### config.mk
export PLATFORM = sky130hd
export DESIGN_NAME = reset_strap_capture_registers
export DESIGN_NICKNAME = d
export VERILOG_FILES = /design/src/strap_pkg.sv /design/src/reset_strap_capture_registers.sv
export SDC_FILE = /design/constraint.sdc
export NUM_CORES = 1
export LEC_CHECK = 0
export BUFFER_PORTS_ARGS = -buffer_cell sky130_fd_sc_hd__buf_2
export CORE_UTILIZATION = 40
export DETAILED_ROUTE_END_ITERATION = 12
export PLACE_DENSITY = 0.67
export SYNTH_ARGS = -nofsm -noshare
export SYNTH_HDL_FRONTEND = slang
export SYNTH_SLANG_ARGS = --single-unit
### constraint.sdc
create_clock -name core_clk -period 2.25 [get_ports core_clk]
set_clock_uncertainty 0.05 [all_clocks]
set_input_delay 0.225 -clock core_clk [delete_from_list [all_inputs] [get_ports core_clk]]
set_output_delay 0.225 -clock core_clk [all_outputs]
set_load 0.005 [all_outputs]
### src/strap_pkg.sv
// Operation
// RL1: memory strap lines 7..0 land one-to-one in the low memory module register.
// RL2: memory strap lines 15..8 land one-to-one in the high memory module register.
// RL3: software alone reads module type and speed and programs memory control.
// RL4: clock register takes strap lines 20..16 in bits 4..0, line 23 in bit 5.
// RL5: only bit 4 of the clock register accepts software writes.
// RL6: clock register bit 4 picks the dot clock source.
// RL7: clock register bit 3 picks the graphics clock source.
// RL8: clock register bit 2 low: host clock pin input; high: driven internally.
// RL9: clock register bit 1 low divides host clock by 3, high by 2.
// RL10: interface register takes strap lines 47..40 into bits 7..0.
// RL11: interface bit 5 places the second serial port, 1 internal.
// RL12: interface bit 4 low: first serial external plus six low colour outputs.
// RL13: test bus strap high overrides the first serial / colour selection.
// RL14: interface bit 3 places the parallel port, 1 internal.
// RL15: interface bit 2 places the keyboard and pointer controller, 1 internal.
// RL16: interface bit 1 chooses ISA at 0, local bus at 1.
// RL17: interface bit 0 chooses PCI at 0, PCMCIA at 1.
// RL18: socket register takes strap lines 53..48 into bits 5..0.
// RL19: socket bits 1..4 report 5 V, 3.3 V, lower and lowest supplies.
// RL20: socket bit 0 high drives panel colour bits 2..5 onto the spare pads.
// RL21: after reset each strap register holds the levels sampled on its lines.
// RL22: straps latch once after reset release and then stay fixed.
package strap_pkg;
   localparam int STRAP_LINES = 54;
   // register indices; the bus address is four times the index
   localparam logic [7:0] IDX_IFSEL = 8'h3C;
   localparam logic [7:0] IDX_SOCKET = 8'h3D;
   localparam logic [7:0] IDX_MEM_LOW = 8'h4A;
   localparam logic [7:0] IDX_MEM_HIGH = 8'h4B;
   localparam logic [7:0] IDX_CLOCK = 8'h4C;
   localparam logic [11:0] ADDR_IFSEL = {2'h0, IDX_IFSEL, 2'h0};
   localparam logic [11:0] ADDR_SOCKET = {2'h0, IDX_SOCKET, 2'h0};
   localparam logic [11:0] ADDR_MEM_LOW = {2'h0, IDX_MEM_LOW, 2'h0};
   localparam logic [11:0] ADDR_MEM_HIGH = {2'h0, IDX_MEM_HIGH, 2'h0};
   localparam logic [11:0] ADDR_CLOCK = {2'h0, IDX_CLOCK, 2'h0};
   // clock register fields
   localparam int CLK_TESTBUS = 0;
   localparam int CLK_PCI_DIV = 1;
   localparam int CLK_HOST = 2;
   localparam int CLK_GFX = 3;
   localparam int CLK_DOT = 4;
   localparam int CLK_LINE23 = 5;
   localparam logic [7:0] CLK_WRITE_MASK = 8'h10;
   // interface register fields
   localparam int IF_PCMCIA = 0;
   localparam int IF_LOCAL = 1;
   localparam int IF_KBD = 2;
   localparam int IF_PAR = 3;
   localparam int IF_SER1 = 4;
   localparam int IF_SER2 = 5;
   // socket register fields
   localparam int SOCK_PANEL = 0;
   localparam int SOCK_SUPPLY_LSB = 1;
   // last settle count before straps are frozen (synchroniser depth); the freeze follows one cycle later
   localparam logic [1:0] SETTLE_LAST = 2'h2;
   localparam logic [1:0] PCI_LAST_DIV3 = 2'h2;
   localparam logic [1:0] PCI_LAST_DIV2 = 2'h1;
   localparam logic [7:0] REG_RESET = 8'h00;
endpackage

### src/reset_strap_capture_registers.sv
// The APB register port was left to the implementer.
module reset_strap_capture_registers
   import strap_pkg::*;
(
   input wire logic core_clk, // 10 MHz core clock, also the host clock
   input wire logic nrst, // asynchronous reset, active low
   input wire logic [STRAP_LINES-1:0] strap_sample_lines, // board strap levels
   input wire logic [11:0] panel_colour_hi, // panel R,G,B bits 2..5 in pad order
   input wire logic psel, // apb select
   input wire logic penable, // apb enable
   input wire logic pwrite, // apb direction
   input wire logic [11:0] paddr, // apb byte address
   input wire logic [31:0] pwdata, // apb write data
   output logic [31:0] prdata, // apb read data
   output logic pready, // apb ready
   output logic pslverr, // apb error, unmapped address
   output logic straps_valid, // straps frozen
   output logic dot_clock_internal, // dot clock from internal source
   output logic graphics_clock_internal, // graphics clock from internal source
   output logic host_clock_oe_n, // host clock pin drive enable, low drives
   output logic pci_clk_tick, // one pulse per pci clock period
   output logic second_serial_internal, // second serial port internal
   output logic first_serial_internal, // first serial port internal
   output logic extra_low_colour_en, // six low colour outputs enabled
   output logic parallel_internal, // parallel port internal
   output logic keyboard_pointer_internal, // keyboard/pointer controller internal
   output logic local_bus_sel, // local bus instead of ISA
   output logic pcmcia_sel, // PCMCIA instead of PCI
   output logic [3:0] supply_avail, // lowest, lower, 3.3 V, 5 V present
   output logic [11:0] spare_pads_out, // panel colour on spare pads
   output logic spare_pads_oe_n // spare pad drive enable, low drives
);
   typedef struct packed {
      logic [STRAP_LINES-1:0] sync1;
      logic [STRAP_LINES-1:0] sync2;
      logic [1:0] settle;
      logic captured;
      logic [7:0] ifsel;
      logic [7:0] socket;
      logic [7:0] mem_low;
      logic [7:0] mem_high;
      logic [7:0] clock;
      logic [31:0] rdata;
      logic ready;
      logic err;
      logic [1:0] pci_cnt;
      logic pci_tick;
      logic dot_int;
      logic gfx_int;
      logic host_oe_n;
      logic ser2_int;
      logic ser1_int;
      logic low_colour;
      logic par_int;
      logic kbd_int;
      logic local_sel;
      logic pcm_sel;
      logic [3:0] supply;
      logic [11:0] pads;
      logic pads_oe_n;
   } state_t;

   state_t s;
   state_t next_s;
   logic setup;
   logic write_done;

   assign setup = psel & ~penable;
   assign write_done = psel & penable & s.ready & pwrite;

   always_comb begin
      next_s = s;
      // first stage feeds only the second one
      next_s.sync1 = strap_sample_lines;
      next_s.sync2 = s.sync1;

      // wait for the synchroniser to fill, then freeze once until next reset
      if (!s.captured) begin
         if (s.settle == SETTLE_LAST) begin
            next_s.captured = 1'b1; // RL22
            next_s.mem_low = s.sync2[7:0]; // RL1 RL21
            next_s.mem_high = s.sync2[15:8]; // RL2 RL21
            next_s.clock = {2'h0, s.sync2[23], s.sync2[20:16]}; // RL4 RL21
            next_s.ifsel = s.sync2[47:40]; // RL10 RL21
            next_s.socket = {2'h0, s.sync2[53:48]}; // RL18 RL21
         end else begin
            next_s.settle = s.settle + 2'h1;
         end
      end

      // apb: one wait-free access cycle, data prepared in the setup cycle
      next_s.ready = 1'b0;
      next_s.err = 1'b0;
      if (setup) begin
         next_s.ready = 1'b1;
         next_s.rdata = 32'h0000_0000;
         if (paddr == ADDR_IFSEL) begin
            next_s.rdata[7:0] = s.ifsel;
         end else if (paddr == ADDR_SOCKET) begin
            next_s.rdata[7:0] = s.socket;
         end else if (paddr == ADDR_MEM_LOW) begin
            next_s.rdata[7:0] = s.mem_low;
         end else if (paddr == ADDR_MEM_HIGH) begin
            next_s.rdata[7:0] = s.mem_high;
         end else if (paddr == ADDR_CLOCK) begin
            next_s.rdata[7:0] = s.clock;
         end else begin
            next_s.err = 1'b1;
         end
      end
      // writes before the freeze would be lost to the capture, so they are ignored
      if (write_done && s.captured && paddr == ADDR_CLOCK) begin
         next_s.clock = (s.clock & ~CLK_WRITE_MASK) | (pwdata[7:0] & CLK_WRITE_MASK); // RL5
      end

      // pci clock: period of 3 or 2 host clocks
      next_s.pci_tick = 1'b0;
      if (s.pci_cnt >= (s.clock[CLK_PCI_DIV] ? PCI_LAST_DIV2 : PCI_LAST_DIV3)) begin // RL9
         next_s.pci_cnt = 2'h0;
         next_s.pci_tick = 1'b1;
      end else begin
         next_s.pci_cnt = s.pci_cnt + 2'h1;
      end

      // steering outputs follow the registers with no extra delay
      next_s.dot_int = next_s.clock[CLK_DOT]; // RL6
      next_s.gfx_int = next_s.clock[CLK_GFX]; // RL7
      next_s.host_oe_n = ~next_s.clock[CLK_HOST]; // RL8
      next_s.ser2_int = next_s.ifsel[IF_SER2]; // RL11
      // test bus strap blanks the first serial / colour choice entirely
      next_s.ser1_int = next_s.ifsel[IF_SER1] & ~next_s.clock[CLK_TESTBUS]; // RL12 RL13
      next_s.low_colour = next_s.captured & ~next_s.ifsel[IF_SER1]
         & ~next_s.clock[CLK_TESTBUS]; // RL12 RL13
      next_s.par_int = next_s.ifsel[IF_PAR]; // RL14
      next_s.kbd_int = next_s.ifsel[IF_KBD]; // RL15
      next_s.local_sel = next_s.ifsel[IF_LOCAL]; // RL16
      next_s.pcm_sel = next_s.ifsel[IF_PCMCIA]; // RL17
      next_s.supply = next_s.socket[SOCK_SUPPLY_LSB +: 4]; // RL19
      next_s.pads_oe_n = ~next_s.socket[SOCK_PANEL]; // RL20
      next_s.pads = next_s.socket[SOCK_PANEL] ? panel_colour_hi : 12'h000; // RL20
   end

   always_ff @(posedge core_clk or negedge nrst) begin
      if (!nrst) begin
         s <= '0;
      end else begin
         s <= next_s;
      end
   end

   assign prdata = s.rdata;
   assign pready = s.ready;
   assign pslverr = s.err;
   assign straps_valid = s.captured;
   assign dot_clock_internal = s.dot_int;
   assign graphics_clock_internal = s.gfx_int;
   assign host_clock_oe_n = s.host_oe_n;
   assign pci_clk_tick = s.pci_tick;
   assign second_serial_internal = s.ser2_int;
   assign first_serial_internal = s.ser1_int;
   assign extra_low_colour_en = s.low_colour;
   assign parallel_internal = s.par_int;
   assign keyboard_pointer_internal = s.kbd_int;
   assign local_bus_sel = s.local_sel;
   assign pcmcia_sel = s.pcm_sel;
   assign supply_avail = s.supply;
   assign spare_pads_out = s.pads;
   assign spare_pads_oe_n = s.pads_oe_n;
endmodule

# Word-level counts from Yosys, hierarchy flattened
# Cells that the tools add are included.
# totals
reg_bits,189
out_inout_bits,63
# classes
addsub,2
magnitude_cmp,1
eq_ne,7
n_mux,18
bitwise,15
reduce_logical,6
# op_table
cell,count
$mux 41,2
$mux 8,6
$eq 12x9->1 const B,3
$eq 12x8->1 const B,2
$mux 12,1
$or 8x5->8,1
$and 1x1->1,7
$not 1->1,7
$mux 1,6
$mux 2,3
$reduce_and 2->1,3
$add 2x1->2 const B,2
$eq 2x2->1 const B,1
$ge 2x2->1,1
$logic_and 1x1->1,2
$ne 2x1->1 const B,1
$reduce_bool 2->1,1

# Logic depth before layout (Yosys ltp)
# Gate-level depths: netlist of the first run.
# depth
ltp_word,8
mapped_depth,7
mapped_depth_nobuf,6

# Worst setup path before layout of the first run
# Ideal clock, no wire load.
# synth_timing
path_kind,register to register
from,register s[105] (netlist name)
to,register s (netlist bit spare_pads_out[0])
arrival_ns,1.464
required_time_ns,2.082
path_slack_ns,0.618
path_stages_with_launch,8
path_buffers,2
path_cell_list,dfrtp_1 inv_1 ha_1 nor2b_1 buf_2 mux2i_1 buf_4 nor2b_1
# synth_rtl
element,line,rtl
start: declaration,reset_strap_capture_registers.sv:63,state_t s;
start signal: assignment,reset_strap_capture_registers.sv:147,s <= next_s;

==> results of run 1 <==
-- synth_stat cells --
master	instances	area, µm²
a21o_1	1	7.51
a21oi_1	1	5.00
a221o_1	8	80.1
a31oi_1	1	6.26
and3_1	3	18.8
and4_4	1	11.3
and4bb_1	1	12.5
buf_12	1	20.0
buf_2	5	25.0
buf_4	50	375
buf_6	1	11.3
conb_1	1	3.75
dfrtp_1	140	3500
ha_1	3	37.5
inv_1	4	15.0
inv_2	1	3.75
inv_4	1	6.26
mux2_2	35	394
mux2i_1	16	160
nand2_1	9	33.8
nand2b_1	2	12.5
nand2b_4	1	13.8
nand3_1	1	5.00
nand4_1	2	12.5
nor2_1	11	41.3
nor2b_1	15	93.8
nor3_1	2	10.0
nor3b_1	1	7.51
nor3b_2	2	25.0
nor4b_1	1	8.76
o21ai_0	8	40.0
xnor2_1	2	17.5
-- sequential cells by signal, indices dropped and copies added, names as in the netlist, 2 cells and up --
name	cells
next_s	36
prdata	8
s	74
spare_pads_out	12
supply_avail	2
-- power by group through the flow --
stage / registers [mW] / logic (mW) / clock network (mW)
after floorplan: 2.75 / 0.196 / 0
after global placement: 2.75 / 0.320 / 0
after detailed placement: 2.76 / 0.331 / 0
after CTS: 2.72 / 0.397 / 2.96
after global routing: 2.73 / 0.440 / 3.07
final: 2.71 / 0.389 / 2.89
-- final timing paths --
path                                endpoint  slack, ps  cells after the start
max reg2reg                spare_pads_out[1]        430                      7
max in group asynchronous              s[98]       1200                      3
min                        spare_pads_out[1]         30                      2
min reg2reg                           s[153]        290                      0
max                        spare_pads_out[1]        430                      7
min in group asynchronous  spare_pads_out[9]        340                      2
-- kinds of logic (layout without fill, tap and decap cells) --
group / Yosys count / after routing
fa+ha+maj: 3 / 3
mux: 51 / 51
buf+inv: 63 / 197
flops: 140 / 140
compound gates: 19 / 19
other cells: 1 / 24
xor+xnor: 2 / 2
simple gates: 52 / 52
-- cell type report --
cell class,instances,area (µm²)
timing repair buffer,159,1080
clock inverter,14,195
clock buffer,18,429
tap,168,210
sequential,140,3500
fill,1021,5510
multi-input combinational,151,1150
inverter,6,25.0
-- layer usage --
| layer | vias to the layer above | track usage, % | routed length (µm) | part of all wire, % |
|---|---|---|---|---|
| li1 | 1326 | - | - | - |
| met1 | 1412 | 18.5 | 3910 | 43 |
| met2 | 111 | 24.7 | 4520 | 50 |
| met3 | 13 | 5.21 | 490 | 5.4 |
| met4 | 0 | 6.32 | 121 | 1.3 |
| met5 | - | 0 | 0 | 0 |
==> results.json, run 1 <==
{
  "wl_per_cell_um": 13.8,
  "cts.reportedPaths.clkPinSlew_ps": 50,
  "synth-simple-area-share_pct": 6.11,
  "hold_buffers": 48,
  "vias": 2862,
  "yosys_warnings": 0,
  "ys_ff_latch": 140,
  "io_pins": 178,
  "critPathBufInv": 3,
  "reg2reg_from": "s[105]",
  "nets": 593,
  "antenna_found_initial": 0,
  "die_width_um": 114,
  "dieArea_um2": 13000,
  "power_frac_seq_pct": 45.3,
  "worstSkewPairLatency_ps": 410,
  "intPower_mw": 4.72,
  "ant_nets": 0,
  "dr.pass1.iters": 4,
  "cts_root_buf": "clkbuf_16",
  "required_ps": 2490,
  "fin_area_um2": 6600,
  "fp.dieH_um": 114,
  "postLayoutCoreUtil_pct": 54.5,
  "p_leak_nw": 3.14,
  "grt_pass1_wl_um": 14500,
  "cp_max_fo": 18,
  "crit_arrival_ps": 2060,
  "cts-buffers-inserted": 17,
  "worst_path_most_repeated_cell": "buf_4",
  "cts_resized": 0,
  "io_buffers": 104,
  "hold_slack_ps": 32.3,
  "area_growth_pct": 31.5,
  "critPathKind": "flip-flop to flip-flop",
  "fin_ws_ps": 430,
  "slowest_delay_ps": 360,
  "worst_pin_slew_ps": 604,
  "syn_inst": 331,
  "comb_power_share_pct": 6.5,
  "p_switching_mw": 1.27,
  "power.density_nw_per_um2": 908,
  "startpoint": "s[105]",
  "grt-ovfl-total": 0,
  "most-common-layout-cells": "140 x dfrtp_1, 103 x buf_2, 48 x dlygate4sd3_1",
  "final.period_utilization_pct": 80.9,
  "cts_tree": "built",
  "fin_total_pwr_mw": 5.99,
  "swShare_pct": 21.2,
  "start_util_pct": 41.4,
  "drv_cap": 0,
  "synth_area_um2": 5020,
  "min_from": "panel_colour_hi[1]",
  "start_kind": "flip-flop",
  "drc_errors": 0,
  "dp_hpwl_um": 5900,
  "diodes": 0,
  "synth_compound_area_share_pct": 2.77,
  "grt_max_degree": 65,
  "tns_ps": 0,
  "dpl_cell_area_um2": 5500,
  "synth-adder-area-share_pct": 0.748,
  "rows": 40,
  "ys_seq_area_share_pct": 69.8,
  "core_um2": 12100,
  "grt_pass1_vias": 2900,
  "clkSinkCount": 140,
  "drt_wl_total_um": 9040,
  "drive_above_1_share_pct": 37.7,
  "rsz0062_at_grt": "false",
  "hold_viol": 0,
  "maxSlewViolCount": 0,
  "synth_mux_area_share_pct": 11.0,
  "setup_viol": 0,
  "cts_setup_buffers": 0,
  "period_minus_slack_ps": 1820,
  "worstPathCellList": "inv_1, ha_1, nor2b_4, buf_4, mux2i_1, buf_4, nor2b_1",
  "cts_buffer_depth": 2,
  "crit_family": "buffers and inverters",
  "dp_cells": 576,
  "fin_cells": 656,
  "synthXorXnorAreaFrac_pct": 0.349,
  "grt_usage_pct": 15.2,
  "worstHoldPathType": "primary input to flip-flop",
  "relSlewSlack_pct": 59.6,
  "clock_power_share_pct": 48.2,
  "synth_top_family_by_area": "multiplexers",
  "critPathSlowestCell": "dfrtp_1",
  "preCtsSetupSlack_ps": 407,
  "ys_types": 32,
  "layout_commonest_cell": "dfrtp_1",
  "fmax_mhz": 549,
  "syn_area_per_cell_um2": 15.2,
  "htreeDepth": 4,
  "vias_per_cell": 4.36,
  "cp-end-kind": "flip-flop",
  "vdd_drop_max_uv": 593,
  "drt_iter0_markers": 180,
  "gp_congestion": 0.787,
  "outcome": "complete, no violations"
}
Note: power is estimated with default switching activity, not from simulation.
==> run 2, diff against run 1 <==
==> constraint.sdc (replaced) <==
create_clock -name core_clk -period 1.7 [get_ports core_clk]
set_clock_uncertainty 0.05 [all_clocks]
set_input_delay 0.17 -clock core_clk [delete_from_list [all_inputs] [get_ports core_clk]]
set_output_delay 0.17 -clock core_clk [all_outputs]
set_load 0.005 [all_outputs]
==> results.json, run 2 (synthesis results as in run 1) <==
{
  "outcome": "complete, no violations",
  "critPathBufInv": 2,
  "vias_per_cell": 4.40,
  "hold_viol": 0,
  "layout_commonest_cell": "dfrtp_1",
  "worstPathCellList": "inv_2, ha_2, nor2b_4, buf_4, mux2_2, nor3_2",
  "cts_buffer_depth": 2,
  "setup_viol": 0,
  "die_width_um": 114,
  "worstHoldPathType": "primary input to flip-flop",
  "nets": 601,
  "wl_per_cell_um": 13.8,
  "core_um2": 12100,
  "dr.pass1.iters": 4,
  "largest_register_ffs": 74,
  "grt_usage_pct": 15.4,
  "gp_congestion": 0.775,
  "worstSkewPairLatency_ps": 410,
  "drive_above_1_share_pct": 39.1,
  "critPathKind": "flip-flop to flip-flop",
  "drv_cap": 0,
  "drt_iter0_markers": 100,
  "cts.reportedPaths.clkPinSlew_ps": 60,
  "cts_tree": "built",
  "drc_errors": 0,
  "fmax_mhz": 607,
  "grt_pass1_vias": 3003,
  "multi_input_area_um2": 1160,
  "fin_ws_ps": 51.6,
  "p_leak_nw": 3.22,
  "cp-end-kind": "flip-flop",
  "rsz0062_at_grt": "false",
  "vdd_drop_max_uv": 661,
  "dp_hpwl_um": 6180,
  "drt_wl_total_um": 9180,
  "io_pins": 178,
  "cp_max_fo": 4,
  "preCtsSetupSlack_ps": 29.4,
  "crit_family": "simple AND/OR/NAND/NOR gates",
  "start_kind": "flip-flop",
  "clkSinkCount": 140,
  "diodes": 0,
  "relSlewSlack_pct": 65.7,
  "vias": 2921,
  "dieArea_um2": 13000,
  "cts-buffers-inserted": 17,
  "tns_ps": 0,
  "power.density_nw_per_um2": 1210,
  "fp.dieH_um": 114,
  "top_register": "s",
  "start_util_pct": 41.4,
  "worst_pin_slew_ps": 514,
  "critPathSlowestCell": "dfrtp_1",
  "period_minus_slack_ps": 1650,
  "area_growth_pct": 34.1,
  "nFillCells": 1005,
  "rows": 40,
  "slowest_delay_ps": 370,
  "io_buffers": 104,
  "fin_total_pwr_mw": 8.14,
  "grt-ovfl-total": 0,
  "most-common-layout-cells": "140 x dfrtp_1, 103 x buf_2, 50 x dlygate4sd3_1",
  "grt_pass1_wl_um": 14800,
  "grt_max_degree": 55,
  "postLayoutCoreUtil_pct": 55.5,
  "crit_arrival_ps": 1920,
  "htreeDepth": 4,
  "final.period_utilization_pct": 97.0,
  "required_ps": 1970,
  "cts_root_buf": "clkbuf_16",
  "antenna_found_initial": 0,
  "regArea_um2": 3500,
  "maxSlewViolCount": 0,
  "ant_nets": 0
}
## run 2: changes by cell type in the layout (fill, tap and decap cells not counted), sizes merged
cell,delta
buf,+6
bufinv,+1
clkinv,+4
clkinvlp,-6
dlygate4sd3,+2
inv,+1
## run 2: worst reg2reg max path, stage by stage, from the launching register on
cell	delay (ps)
dfrtp_1	370
inv_2	60
ha_2	180
nor2b_4	220
buf_4	150
mux2_2	360
nor3_2	180
## run 2: cell type report
type | instances | share of cell area [%]
Clock buffer | 18 | 6.53
Clock inverter | 14 | 3.22
Inverter | 6 | 0.372
Multi-Input combinational cell | 151 | 17.2
Sequential cell | 140 | 52.1
Tap cell | 168 | 3.12
Timing Repair Buffer | 167 | 17.4
## run 2: path summary, 6_finish.rpt
kind | startpoint | end | slack [ps] | cells after the start
hold / removal | paddr[6] | pslverr | 40 | 4
min in group asynchronous | nrst | s[88] | 250 | 2
hold reg to reg | next_s[153] | s[153] | 290 | 0
max in group asynchronous | nrst | next_s[108] | 760 | 3
setup reg to reg | s[105] | extra_low_colour_en | 50 | 6
setup / recovery | s[105] | extra_low_colour_en | 50 | 6
## run 2: repair_timing
| action | in CTS | in global routing |
|---|---|---|
| setup buffers | 0 | 1 |
| gates resized for setup | 0 | 6 |
| hold buffers | 50 | 0 |
| endpoints found under the setup margin | 0 | 45 |
| hold endpoints to repair | 98 | 0 |
## run 2: report_power, final
group          switching (mW)  total, mW  leakage [nW]  internal [mW]
Sequential             0.0778       3.60          1.67           3.52
Clock                    1.36       4.01         0.321           2.65
Combinational           0.242      0.531          1.23          0.289
## run 2: per-layer routing
layer	track usage, %	up-vias	share of wire, %
li1	-	1346	-
met1	19.5	1458	44
met2	24.8	103	49
met3	4.52	14	4.3
met4	6.58	0	1.9
met5	0	-	0
## run 2: through the flow
| stage | hold WS, ps | cell area [µm²] | cells |
|---|---|---|---|
| 5_1_grt | 30.1 | 6730 | 664 |
| 3_3_place_gp | 116 | 5550 | 581 |
| 3_5_place_dp | 119 | 5550 | 581 |
| 2_1_floorplan | -176 | 5100 | 354 |
| 6_report | 36.9 | 6730 | 664 |
| 4_1_cts | 11.5 | 6700 | 663 |
